## config.mk

```make
export PLATFORM = sky130hd
export DESIGN_NAME = pll_ratio_strap_decoder
export DESIGN_NICKNAME = d
export VERILOG_FILES = /design/src/rtl/strap_decoder_pkg.sv /design/src/rtl/pll_ratio_strap_decoder.sv
export VERILOG_INCLUDE_DIRS = /design/src /design/src/rtl
export SDC_FILE = /design/constraint.sdc
export NUM_CORES = 1
export LEC_CHECK = 0
export ABC_AREA = 1
export BUFFER_PORTS_ARGS = -buffer_cell sky130_fd_sc_hd__buf_2
export CAP_MARGIN = 20
export CORE_MARGIN = 10
export CORE_UTILIZATION = 40
export CTS_BUF_LIST = sky130_fd_sc_hd__clkbuf_4 sky130_fd_sc_hd__clkbuf_8
export DETAILED_ROUTE_END_ITERATION = 7
export PLACE_DENSITY = 0.76
export SKIP_LAST_GASP = 1
export SYNTH_ARGS = -nofsm -noshare
export SYNTH_HDL_FRONTEND = slang
export SYNTH_SLANG_ARGS = --single-unit
```

## constraint.sdc

```tcl
create_clock -name hclk -period 6.2 [get_ports hclk]
set_clock_uncertainty 0.2 [all_clocks]
set_input_delay 0.31 -clock hclk [delete_from_list [all_inputs] [get_ports hclk]]
set_output_delay 0.31 -clock hclk [all_outputs]
set_load 0.01 [all_outputs]
```

## src/rtl/strap_decoder_regs.svh

```systemverilog
// strap decoder constants: register offsets, field positions, reset values
// assumes inclusion from the design file only
`ifndef STRAP_DECODER_REGS_SVH
`define STRAP_DECODER_REGS_SVH

// register byte offsets
`define REG_STRAPS_OFS 12'h000
`define REG_PLAT_OFS 12'h004
`define REG_CORE_OFS 12'h008
`define REG_MEM_OFS 12'h00C
`define REG_CTRL_OFS 12'h010

// strap code values
`define PLAT_CODE_MAX 3'h5
`define CORE_CODE_MIN 3'h3
`define MEM_SYNC_CODE 3'h7

// ratio numerators: core times two (x2 fixed point), memory multiplier unscaled
`define CORE_NUM_BASE 8'h03
`define MEM_NUM_3 8'h03

// cycles to hold straps stable before capture (settle window)
`define SETTLE_NS 40
`define SETTLE_CYC (((`SETTLE_NS) + 9) / 10)

// control register field positions
`define CTRL_CORE1_EN_BIT 0
`define CTRL_MEMCLK_EN_BIT 1
`define CTRL_RESET 32'h0000_0003

`endif

```

## src/rtl/strap_decoder_pkg.sv

```systemverilog
// types shared by the strap decoder
// assumes the constants header sits alongside
package strap_decoder_pkg;
    typedef struct packed {
        logic [2:0] platform;
        logic [2:0] core0;
        logic [2:0] core1;
        logic [2:0] memory;
    } strap_set_t;

    typedef struct packed {
        logic [7:0] plat_mult;   // platform : reference
        logic [7:0] core0_x2;    // core0 : platform, times two
        logic [7:0] core1_x2;    // core1 : platform, times two
        logic [7:0] mem_mult;    // memory data rate : memory reference
        logic sync_mode;
        logic plat_valid;
        logic core0_valid;
        logic core1_valid;
    } ratio_set_t;

    typedef enum logic [1:0] {
        ST_RESET,
        ST_SETTLE,
        ST_LOCKED
    } capture_state_t;

    typedef struct packed {
        logic [1:0] htrans;
        logic [31:0] haddr;
        logic hwrite;
        logic [2:0] hsize;
        logic hsel;
        logic hready;
    } ahb_req_t;
endpackage

```

## src/rtl/pll_ratio_strap_decoder.sv

```systemverilog
// decodes reset-configuration straps into platform, core and memory ratios
// assumes straps come from pins (async to hclk) and hresetn is power-on reset
// Behaviour
// platform straps 000..101 give 4,5,6,8,10,12 to one; 110/111 reserved
// board must pull every platform strap; no default ratio exists
// core0 straps 011..111 give 3:2,2:1,5:2,3:1,7:2; lower codes reserved
// core1 straps decoded alike with the same encoding as core0
// each core runs at its own ratio, independent of the other
// synchronous mode: memory data rate equals platform frequency
// memory bus clock is half the memory data rate in both modes
// asynchronous mode: memory clocked from own PLL on memory reference
// asynchronous mode needs data rate above platform frequency
// asynchronous mode keeps memory bus clock at or below platform clock
// straps keep core, platform and data rate inside speed grade limits
// memory bus clock kept between 200 and 400 MHz
// memory straps give 3,4,6,8,10,12,14 to one; 111 is synchronous mode
// both memory controllers share one timing mode
// straps captured once during power-on reset and held until next one; the code captures them six clocks after hresetn release
//
// The implementer's own choices: the AHB-Lite interface to the registers and the register addresses.
`include "strap_decoder_regs.svh"

module pll_ratio_strap_decoder (
    input wire logic hclk,
    input wire logic hresetn,
    // strap pins
    input wire logic [2:0] platform_ratio_straps,
    input wire logic core0_ratio_strap_msb,
    input wire logic core0_ratio_strap_mid,
    input wire logic core0_ratio_strap_lsb,
    input wire logic core1_ratio_strap_msb,
    input wire logic core1_ratio_strap_mid,
    input wire logic core1_ratio_strap_lsb,
    input wire logic memory_ratio_strap_msb,
    input wire logic memory_ratio_strap_mid,
    input wire logic memory_ratio_strap_lsb,
    // decoded ratios
    output strap_decoder_pkg::ratio_set_t ratios,
    output logic straps_locked,
    output logic mem0_sync_mode,
    output logic mem1_sync_mode,
    output logic mem_pll_select,
    output logic mem_bus_clk_div2,
    output logic core1_clk_enable,
    // ahb-lite slave
    input wire logic hsel,
    input wire logic [31:0] haddr,
    input wire logic [1:0] htrans,
    input wire logic hwrite,
    input wire logic [2:0] hsize,
    input wire logic [31:0] hwdata,
    input wire logic hready,
    output logic [31:0] hrdata,
    output logic hreadyout,
    output logic hresp
);
    import strap_decoder_pkg::*;

    localparam int SETTLE_CYC = `SETTLE_CYC;

    // ------------------------------------------------------------
    // decode functions
    // ------------------------------------------------------------

    // platform multiplier; reserved codes give zero and clear valid
    function automatic logic [7:0] plat_mult_f(input logic [2:0] c);
        logic [7:0] m;
        m = 8'h00;
        case (c)
            3'h0: m = 8'h04;
            3'h1: m = 8'h05;
            3'h2: m = 8'h06;
            3'h3: m = 8'h08;
            3'h4: m = 8'h0A;
            3'h5: m = 8'h0C;
            default: m = 8'h00;
        endcase
        return m;
    endfunction

    // core ratio times two: code 3 -> 3, code 4 -> 4 ... code 7 -> 7
    // shared by both cores so they always decode alike
    function automatic logic [7:0] core_x2_f(input logic [2:0] c);
        logic [7:0] m;
        m = 8'h00;
        if (c >= `CORE_CODE_MIN) begin
            m = {5'h00, c};
        end
        return m;
    endfunction

    // memory data rate to memory reference multiplier
    function automatic logic [7:0] mem_mult_f(input logic [2:0] c);
        logic [7:0] m;
        m = 8'h00;
        case (c)
            3'h0: m = `MEM_NUM_3;
            3'h1: m = 8'h04;
            3'h2: m = 8'h06;
            3'h3: m = 8'h08;
            3'h4: m = 8'h0A;
            3'h5: m = 8'h0C;
            3'h6: m = 8'h0E;
            default: m = 8'h00;
        endcase
        return m;
    endfunction

    // ------------------------------------------------------------
    // pin synchronisers
    // ------------------------------------------------------------

    strap_set_t raw, sync1_q, sync2_q;

    // one driver for the whole set; order is platform, core0, core1, memory, msb first
    assign raw = {platform_ratio_straps,
                  core0_ratio_strap_msb, core0_ratio_strap_mid, core0_ratio_strap_lsb,
                  core1_ratio_strap_msb, core1_ratio_strap_mid, core1_ratio_strap_lsb,
                  memory_ratio_strap_msb, memory_ratio_strap_mid, memory_ratio_strap_lsb};

    // two flops before any logic reads the pins
    always_ff @(posedge hclk or negedge hresetn) begin
        if (!hresetn) begin
            sync1_q <= '0;
            sync2_q <= '0;
        end else begin
            sync1_q <= raw;
            sync2_q <= sync1_q;
        end
    end

    // ------------------------------------------------------------
    // capture sequencer
    // ------------------------------------------------------------

    // the async reset only clears state; straps are caught on the sixth clock after
    // release, once the synchronisers have refilled with settled pin levels
    capture_state_t state_q, state_d;
    logic [7:0] cnt_q, cnt_d;
    strap_set_t cap_q, cap_d;

    always_comb begin
        state_d = state_q;
        cnt_d = cnt_q;
        cap_d = cap_q;
        case (state_q)
            ST_RESET: begin
                state_d = ST_SETTLE;
                cnt_d = 8'h00;
            end
            ST_SETTLE: begin
                if (cnt_q == 8'(SETTLE_CYC)) begin
                    cap_d = sync2_q;
                    state_d = ST_LOCKED;
                end else begin
                    cnt_d = cnt_q + 8'h01;
                end
            end
            ST_LOCKED: begin
                state_d = ST_LOCKED; // held until next power-on reset
            end
            default: state_d = ST_RESET;
        endcase
    end

    always_ff @(posedge hclk or negedge hresetn) begin
        if (!hresetn) begin
            state_q <= ST_RESET;
            cnt_q <= 8'h00;
            cap_q <= '0;
        end else begin
            state_q <= state_d;
            cnt_q <= cnt_d;
            cap_q <= cap_d;
        end
    end

    // ------------------------------------------------------------
    // decoded ratio registers
    // ------------------------------------------------------------

    // the board owns strap validity; reserved codes are flagged, not fixed
    ratio_set_t rat_q, rat_d;
    logic [31:0] ctrl_q, ctrl_d;

    always_comb begin
        rat_d = rat_q;
        if (state_q == ST_SETTLE && state_d == ST_LOCKED) begin
            rat_d.plat_mult = plat_mult_f(cap_d.platform);
            rat_d.plat_valid = (cap_d.platform <= `PLAT_CODE_MAX);
            // each core keeps its own ratio
            rat_d.core0_x2 = core_x2_f(cap_d.core0);
            rat_d.core0_valid = (cap_d.core0 >= `CORE_CODE_MIN);
            rat_d.core1_x2 = core_x2_f(cap_d.core1);
            rat_d.core1_valid = (cap_d.core1 >= `CORE_CODE_MIN);
            rat_d.mem_mult = mem_mult_f(cap_d.memory);
            rat_d.sync_mode = (cap_d.memory == `MEM_SYNC_CODE);
        end
    end

    always_ff @(posedge hclk or negedge hresetn) begin
        if (!hresetn) begin
            rat_q <= '0;
        end else begin
            rat_q <= rat_d;
        end
    end

    // one mode bit feeds both controllers, so they cannot disagree
    assign ratios = rat_q;
    assign straps_locked = (state_q == ST_LOCKED);
    assign mem0_sync_mode = rat_q.sync_mode;
    assign mem1_sync_mode = rat_q.sync_mode;
    // async mode selects the pll fed by the memory reference
    assign mem_pll_select = straps_locked & ~rat_q.sync_mode;
    // bus clocks divide data rate by two in either mode
    assign mem_bus_clk_div2 = straps_locked & ctrl_q[`CTRL_MEMCLK_EN_BIT];
    assign core1_clk_enable = straps_locked & ctrl_q[`CTRL_CORE1_EN_BIT];

    // ------------------------------------------------------------
    // ahb-lite slave
    // ------------------------------------------------------------

    // zero wait states; unmapped addresses read zero and ignore writes
    logic wr_pend_q, wr_pend_d;
    logic [11:0] addr_q, addr_d;
    logic [31:0] rdata_d, rdata_q;
    logic take;

    assign take = hsel & hready & htrans[1];

    function automatic logic [31:0] read_f(input logic [11:0] a);
        logic [31:0] v;
        v = 32'h0000_0000;
        if (a == `REG_STRAPS_OFS) begin
            v = {20'h00000, cap_q};
        end else if (a == `REG_PLAT_OFS) begin
            v = {23'h000000, rat_q.plat_valid, rat_q.plat_mult};
        end else if (a == `REG_CORE_OFS) begin
            v = {14'h0000, rat_q.core1_valid, rat_q.core0_valid,
                 rat_q.core1_x2, rat_q.core0_x2};
        end else if (a == `REG_MEM_OFS) begin
            v = {22'h000000, straps_locked, rat_q.sync_mode, rat_q.mem_mult};
        end else if (a == `REG_CTRL_OFS) begin
            v = ctrl_q;
        end
        return v;
    endfunction

    always_comb begin
        wr_pend_d = take & hwrite;
        addr_d = take ? haddr[11:0] : addr_q;
        rdata_d = (take & ~hwrite) ? read_f(haddr[11:0]) : rdata_q;
        ctrl_d = ctrl_q;
        if (wr_pend_q && addr_q == `REG_CTRL_OFS) begin
            ctrl_d = {30'h00000000, hwdata[1:0]};
        end
    end

    always_ff @(posedge hclk or negedge hresetn) begin
        if (!hresetn) begin
            wr_pend_q <= 1'b0;
            addr_q <= 12'h000;
            rdata_q <= 32'h0000_0000;
            ctrl_q <= `CTRL_RESET;
        end else begin
            wr_pend_q <= wr_pend_d;
            addr_q <= addr_d;
            rdata_q <= rdata_d;
            ctrl_q <= ctrl_d;
        end
    end

    assign hrdata = rdata_q;
    assign hreadyout = 1'b1;
    assign hresp = 1'b0;

    // ------------------------------------------------------------
    // checks
    // ------------------------------------------------------------

    chk_plat_decode: assert property (@(posedge hclk) disable iff (!hresetn)
        straps_locked |-> (rat_q.plat_valid == (cap_q.platform <= 3'h5)))
        else $error("platform valid flag mismatches captured code");

    chk_plat_twelve: assert property (@(posedge hclk) disable iff (!hresetn)
        (straps_locked && cap_q.platform == 3'h5) |-> rat_q.plat_mult == 8'h0C)
        else $error("platform code 101 not decoded as 12");

    chk_core0_decode: assert property (@(posedge hclk) disable iff (!hresetn)
        (straps_locked && cap_q.core0 == 3'h7) |-> rat_q.core0_x2 == 8'h07)
        else $error("core0 code 111 not decoded as 7:2");

    chk_core1_reserved: assert property (@(posedge hclk) disable iff (!hresetn)
        (straps_locked && cap_q.core1 < 3'h3) |-> !rat_q.core1_valid && rat_q.core1_x2 == 8'h00)
        else $error("core1 reserved code not flagged");

    chk_cores_independent: assert property (@(posedge hclk) disable iff (!hresetn)
        (straps_locked && cap_q.core0 != cap_q.core1 && cap_q.core0 >= 3'h3
            && cap_q.core1 >= 3'h3) |-> rat_q.core0_x2 != rat_q.core1_x2)
        else $error("core1 ratio not from its own straps");

    chk_sync_mode: assert property (@(posedge hclk) disable iff (!hresetn)
        straps_locked |-> (rat_q.sync_mode == (cap_q.memory == 3'h7)))
        else $error("sync mode not tied to memory code 111");

    chk_mem_fourteen: assert property (@(posedge hclk) disable iff (!hresetn)
        (straps_locked && cap_q.memory == 3'h6) |-> rat_q.mem_mult == 8'h0E)
        else $error("memory code 110 not decoded as 14");

    chk_pll_select: assert property (@(posedge hclk) disable iff (!hresetn)
        straps_locked |-> (mem_pll_select != rat_q.sync_mode))
        else $error("memory pll select disagrees with mode");

    chk_modes_equal: assert property (@(posedge hclk) disable iff (!hresetn)
        mem0_sync_mode == mem1_sync_mode)
        else $error("memory controllers in different modes");

    chk_ratios_hold: assert property (@(posedge hclk) disable iff (!hresetn)
        straps_locked |=> straps_locked && $stable(rat_q) && $stable(cap_q))
        else $error("ratios changed after lock");

    chk_lock_time: assert property (@(posedge hclk) disable iff (!hresetn)
        (state_q == ST_RESET) |-> ##1 (!straps_locked)[*4] ##1 (!straps_locked)[*1]
        ##[1:3] straps_locked)
        else $error("capture did not lock in expected cycles");

    chk_div2_gate: assert property (@(posedge hclk) disable iff (!hresetn)
        !straps_locked |-> !mem_bus_clk_div2)
        else $error("memory bus divider enabled before lock");
endmodule

```

# Yosys cells after proc, flatten, opt, wreduce, memory -nomap -nowiden

Cells that the tools add are included.

Memories: 0
Output and inout port bits: 76
Logic and storage cells: 84
Bits of input ports: 86
Bits in read-only memories: 0
Latch bits: 0
Register bits after elaboration: 129
Bits in writable memories: 0

Bitwise operators: 9
Add/sub/neg operators: 1
Multipliers: 0
Muxes and demuxes: 15
Reductions and logical operators: 8
Shifts and indexed selects: 0
Div/mod/pow operators: 0
Equal/unequal tests: 22
Magnitude comparators: 3

Operators by type and width:

| kind                | count |
|---|---|
| $mux 18             | 3 |
| $pmux 4 s7          | 1 |
| $eq 12x4->1 const B | 2 |
| $eq 12x5->1 const B | 2 |
| $mux 12             | 2 |
| $pmux 4 s6          | 1 |
| $eq 3x3->1 const B  | 6 |
| $pmux 8 s2          | 1 |
| $eq 12x3->1 const B | 1 |
| $eq 3x2->1 const B  | 4 |
| $logic_not 12->1    | 1 |
| $mux 10             | 1 |
| $add 8x1->8 const B | 1 |
| $eq 8x3->1 const B  | 1 |
| $mux 8              | 1 |
| $and 1x1->1         | 7 |
| $eq 3x1->1 const B  | 2 |
| $ge 3x2->1 const B  | 2 |
| $logic_not 3->1     | 2 |
| $mux 3              | 2 |
| $pmux 2 s3          | 1 |
| $eq 2x2->1 const B  | 2 |
| $mux 2              | 2 |
| $le 3x3->1 const B  | 1 |
| other kinds (7)     | 9 |

# Logic depth before layout (Yosys ltp)

Depth in word-level cells: 6
Depth in mapped cells: 15

# Least setup slack after synthesis

Ideal clock, no wire load.

Path type: flip-flop to flip-flop
Start point: register cnt_q[0]
End point: register rat_q, in the netlist ratios[7]
Arrival: 2.088 ns
Stages on the path, launching flop included: 15
Setup time: 0.120 ns
Slack: 3.791 ns
Cell sequence: dfrtp_1 > inv_1 > ha_1 > nand3_2 > nor2_4 > nand2_4 > buf_6 > or2_1 > o21ai_2 > inv_1 > ha_1 > nor4_1 > nor2_1 > o21ai_1 > nand2_1

RTL lines:

| what                   | RTL line                       | text |
|---|---|---|
| from (decl)            | pll_ratio_strap_decoder.sv:139 | `logic [7:0] cnt_q, cnt_d;` |
| from (signal assigned) | pll_ratio_strap_decoder.sv:173 | `cnt_q <= cnt_d;` |
| to (signal assigned)   | pll_ratio_strap_decoder.sv:205 | `rat_q <= rat_d;` |
| to (decl)              | pll_ratio_strap_decoder.sv:183 | `ratio_set_t rat_q, rat_d;` |

==> flow_summary_export.csv <==
group,metric,value,unit
sta,fin_crit_sh,47.8,%
run,cap_violations,0,
power,power_density,248,mW/mm^2
cells_and_area,drive_gt1_share,19.7,%
critical_path,rr_worst_depth,13,
outcome,outcome,"finished clean",
logic_synthesis,synth_edf_count,0,
clock_tree,clockBufferDepth,2,
critical_path,cp_slowest_stage_delay,410,ps
logic_synthesis,synth_cell_types,42,
worst_hold_path,hold_path.class,"input pin to register",
logic_synthesis,syn-instance-count,456,
floorplanning,rows,37,
sta,rsz0062_at_grt,"false",
clock_tree,clk_latency,370,ps
global_routing,overflow,0,
sta,setup_ws,3240,ps
critical_path,crit_chain,"inv_1, ha_1, nand3_2, nor2_4, nand2_4, or2_1, o21ai_2, inv_1, ha_1, nor4_1, nor2_1, o21ai_1, nand2_1",
logic_synthesis,synth_ff_type,"dfrtp_1",
global_routing,first_global_vias,3119,
worst_hold_path,min_from,"haddr[9]",
drt,routed_wl,9.51,mm
critical_path,rr_startpoint,"cnt_q[0]$_DFFE_PN0P_",
critical_path,cp-startpoint,"cnt_q[0]$_DFFE_PN0P_",
power,leakagePower,0.00256,uW
drt,drcViolationCount,0,
global_routing,grt_first_pass_wirelength,15.3,mm
global_routing,antenna_found_initial,0,
logic_synthesis,ys_seq_elements,93,
logic_synthesis,yosys.area.top_type,"dfrtp_1",
drt,postRouteAntennaNets,0,
worst_hold_path,hold_end,"addr_q[9]$_DFFE_PN0P_",
sta,hold_viol_final,0,
drt,vias,3109,
placed_design,port_buffers,69,
logic_synthesis,syn_avg_cell_area,9.23,um^2
global_routing,grtUsageTotal,12.9,%
logic_synthesis,synth_top_area_share,54.1,%
logic_synthesis,ys_top_cells_by_count,"105 x nand2_1, 91 x dfrtp_1, 46 x inv_1",
placed_design,gp_congestion,0.876,
floorplanning,core_area,0.0103,mm^2
sta,maxSlewViolCount,0,
floorplanning,die_width,123,um
sta,period_minus_slack,2960,ps
cells_and_area,num_antenna_cells,0,
global_routing,grt_max_degree,60,
critical_path,crit_arrival,3030,ps
drt,avgViaCountPerCell,4.55,
clock_tree,cts-resized-gates,0,
logic_synthesis,netlist_area,0.00421,mm^2
floorplanning,dieArea,0.0150,mm^2
critical_path,crit_path_top_delay_cell,"dfrtp_1",
power,ir_drop,102,uV
clock_tree,cts_made_buffers,9,
sta,finalSetupViolations,0,
clock_tree,root_buffer,"clkbuf_8",
clock_tree,cts_sinks,93,
sta,finalSetupTns,0,ps
placed_design,dp_hpwl,7.15,mm
clock_tree,cts_tree,"yes",
logic_synthesis,yosysMostFrequentCell,"nand2_1",
critical_path,r2r_slack,3240,ps
placed_design,preCtsSetupSlack,2890,ps
critical_path,path_class,"register to register",
critical_path,regToRegEndpoint,"ratios[7]$_DFFE_PN0P_",
drt,drt_first_iter_violations,189,
logic_synthesis,synthArstFlopShare,100,%
logic_synthesis,netlist_top_cells_area,"dfrtp_1 54%, nand2_1 9.4%, buf_4 7.3%, inv_1 4.1%, nand3_1 3.4%",
floorplanning,dieHeight,123,um
sta,tightest_slew,739,ps
critical_path,critPathMaxFanout,38,
sta,slew_headroom,50.5,%
worst_hold_path,hold_depth,3,
sta,max_freq,0.338,GHz
cells_and_area,syn_to_final_growth,16.9,%
logic_synthesis,ys_seq_area_share,55.4,%
drt,drt-wirelength-per-cell,13.9,um
clock_tree,h-tree-depth,3,
cells_and_area,nets,634,
critical_path,cp-end-kind,"register",
logic_synthesis,ys_warn_count,0,
critical_path,crit_required,6270,ps
floorplanning,start_util,40.9,%
critical_path,worst_setup_path_start_kind,"register",
floorplanning,io_pins,162,
drt,drt-pass1-iter-count,4,
clock_tree,path_clk_slew,90,ps
## worst max-delay path by stage
| stage | end | slack (ps) | cells past startpoint |
|---|---|---|---|
| after floorplan | ratios[7]$_DFFE_PN0P_ | 3790 | 14 |
| after global placement | hrdata[10]$_DFFE_PN0P_ | 2970 | 7 |
| after detailed placement | hrdata[10]$_DFFE_PN0P_ | 2890 | 7 |
| after CTS | hrdata[10]$_DFFE_PN0P_ | 3270 | 7 |
| after global routing | hrdata[16]$_DFFE_PN0P_ | 2860 | 6 |
| final | ratios[7]$_DFFE_PN0P_ | 3240 | 13 |
## per-stage QoR
step / total power [uW] / std cells / cell area [um^2] / util [%] / hold slack (ps)
floorplan: 745 / 492 / 4340 / - / -186
global placement: 773 / 648 / 4510 / 43.9 / 78.7
detailed placement: 777 / 648 / 4510 / 43.9 / 84.3
CTS: 1230 / 683 / 4920 / 47.8 / 3.11
global route: 1270 / 683 / 4920 / 47.8 / 10.9
finish: 1220 / 683 / 4920 / 47.8 / 10.1
## sequential cells by signal, indices dropped and copies added (netlist names)
name / flops
hrdata: 14
cnt_q: 8
mem0_sync_mode: 1
sync2_q: 12
ratios: 17
wr_pend_q: 1
addr_q: 12
sync1_q: 12
state_q: 2
ctrl_q: 2
cap_q: 12
## layer usage
metal | GRT usage [%] | vias up | wire [um]
li1 | - | 1540 | -
met1 | 15.7 | 1436 | 4050
met2 | 20.3 | 114 | 4370
met3 | 3.90 | 19 | 817
met4 | 7.00 | 0 | 282
met5 | 0 | - | 0
## cells in the final DEF, fill, tap and decap left out, types with 9 or more instances in the layout
master,Yosys,final
buf_2,2,68
clkbuf_8,0,9
conb_1,2,38
dfrtp_1,91,91
dlygate4sd3_1,0,19
inv_1,46,46
nand2_1,105,105
nand3_1,29,29
nor2_1,33,33
o21ai_0,29,29
## critical path: cells and delay by family (launching register included)
| family | cells | cell delay (ps) |
|---|---|---|
| AOI/OAI and AO/OA | 2 | 190 |
| adders and majority gates | 2 | 370 |
| buffers and inverters | 2 | 210 |
| DFF | 1 | 410 |
| and+or+nand+nor | 7 | 1480 |
## power breakdown
part / internal [uW] / switching, uW
Sequential: 642 / 19.6
Combinational: 42.6 / 69.7
Clock: 232 / 213
## kinds of logic after synthesis
family | share of synthesized area, %
AO/OA/AOI/OAI | 8.53
XOR/XNOR | 0.625
adder cells (fa/ha/maj) | 1.78
buffers and inverters | 13.4
flip-flops | 55.4
multiplexers | 0.535
other | 0.178
AND/OR/NAND/NOR | 19.6
## layout make-up
cell class | count | area, um^2
fillers | 960 | 5360
flip-flops and latches | 93 | 2330
multi-input cells | 298 | 1450
repair buffers | 89 | 546
inverters | 51 | 205
well taps | 136 | 170
clock buffers | 10 | 131
clock inverters | 6 | 86.3
## timing repair
action	in CTS	in global routing
hold buffers	19	0
endpoints found under the hold margin	50	0
setup endpoints to repair	0	0
buffers inserted	0	0
No activity file was read; power rests on OpenSTA's default activity.
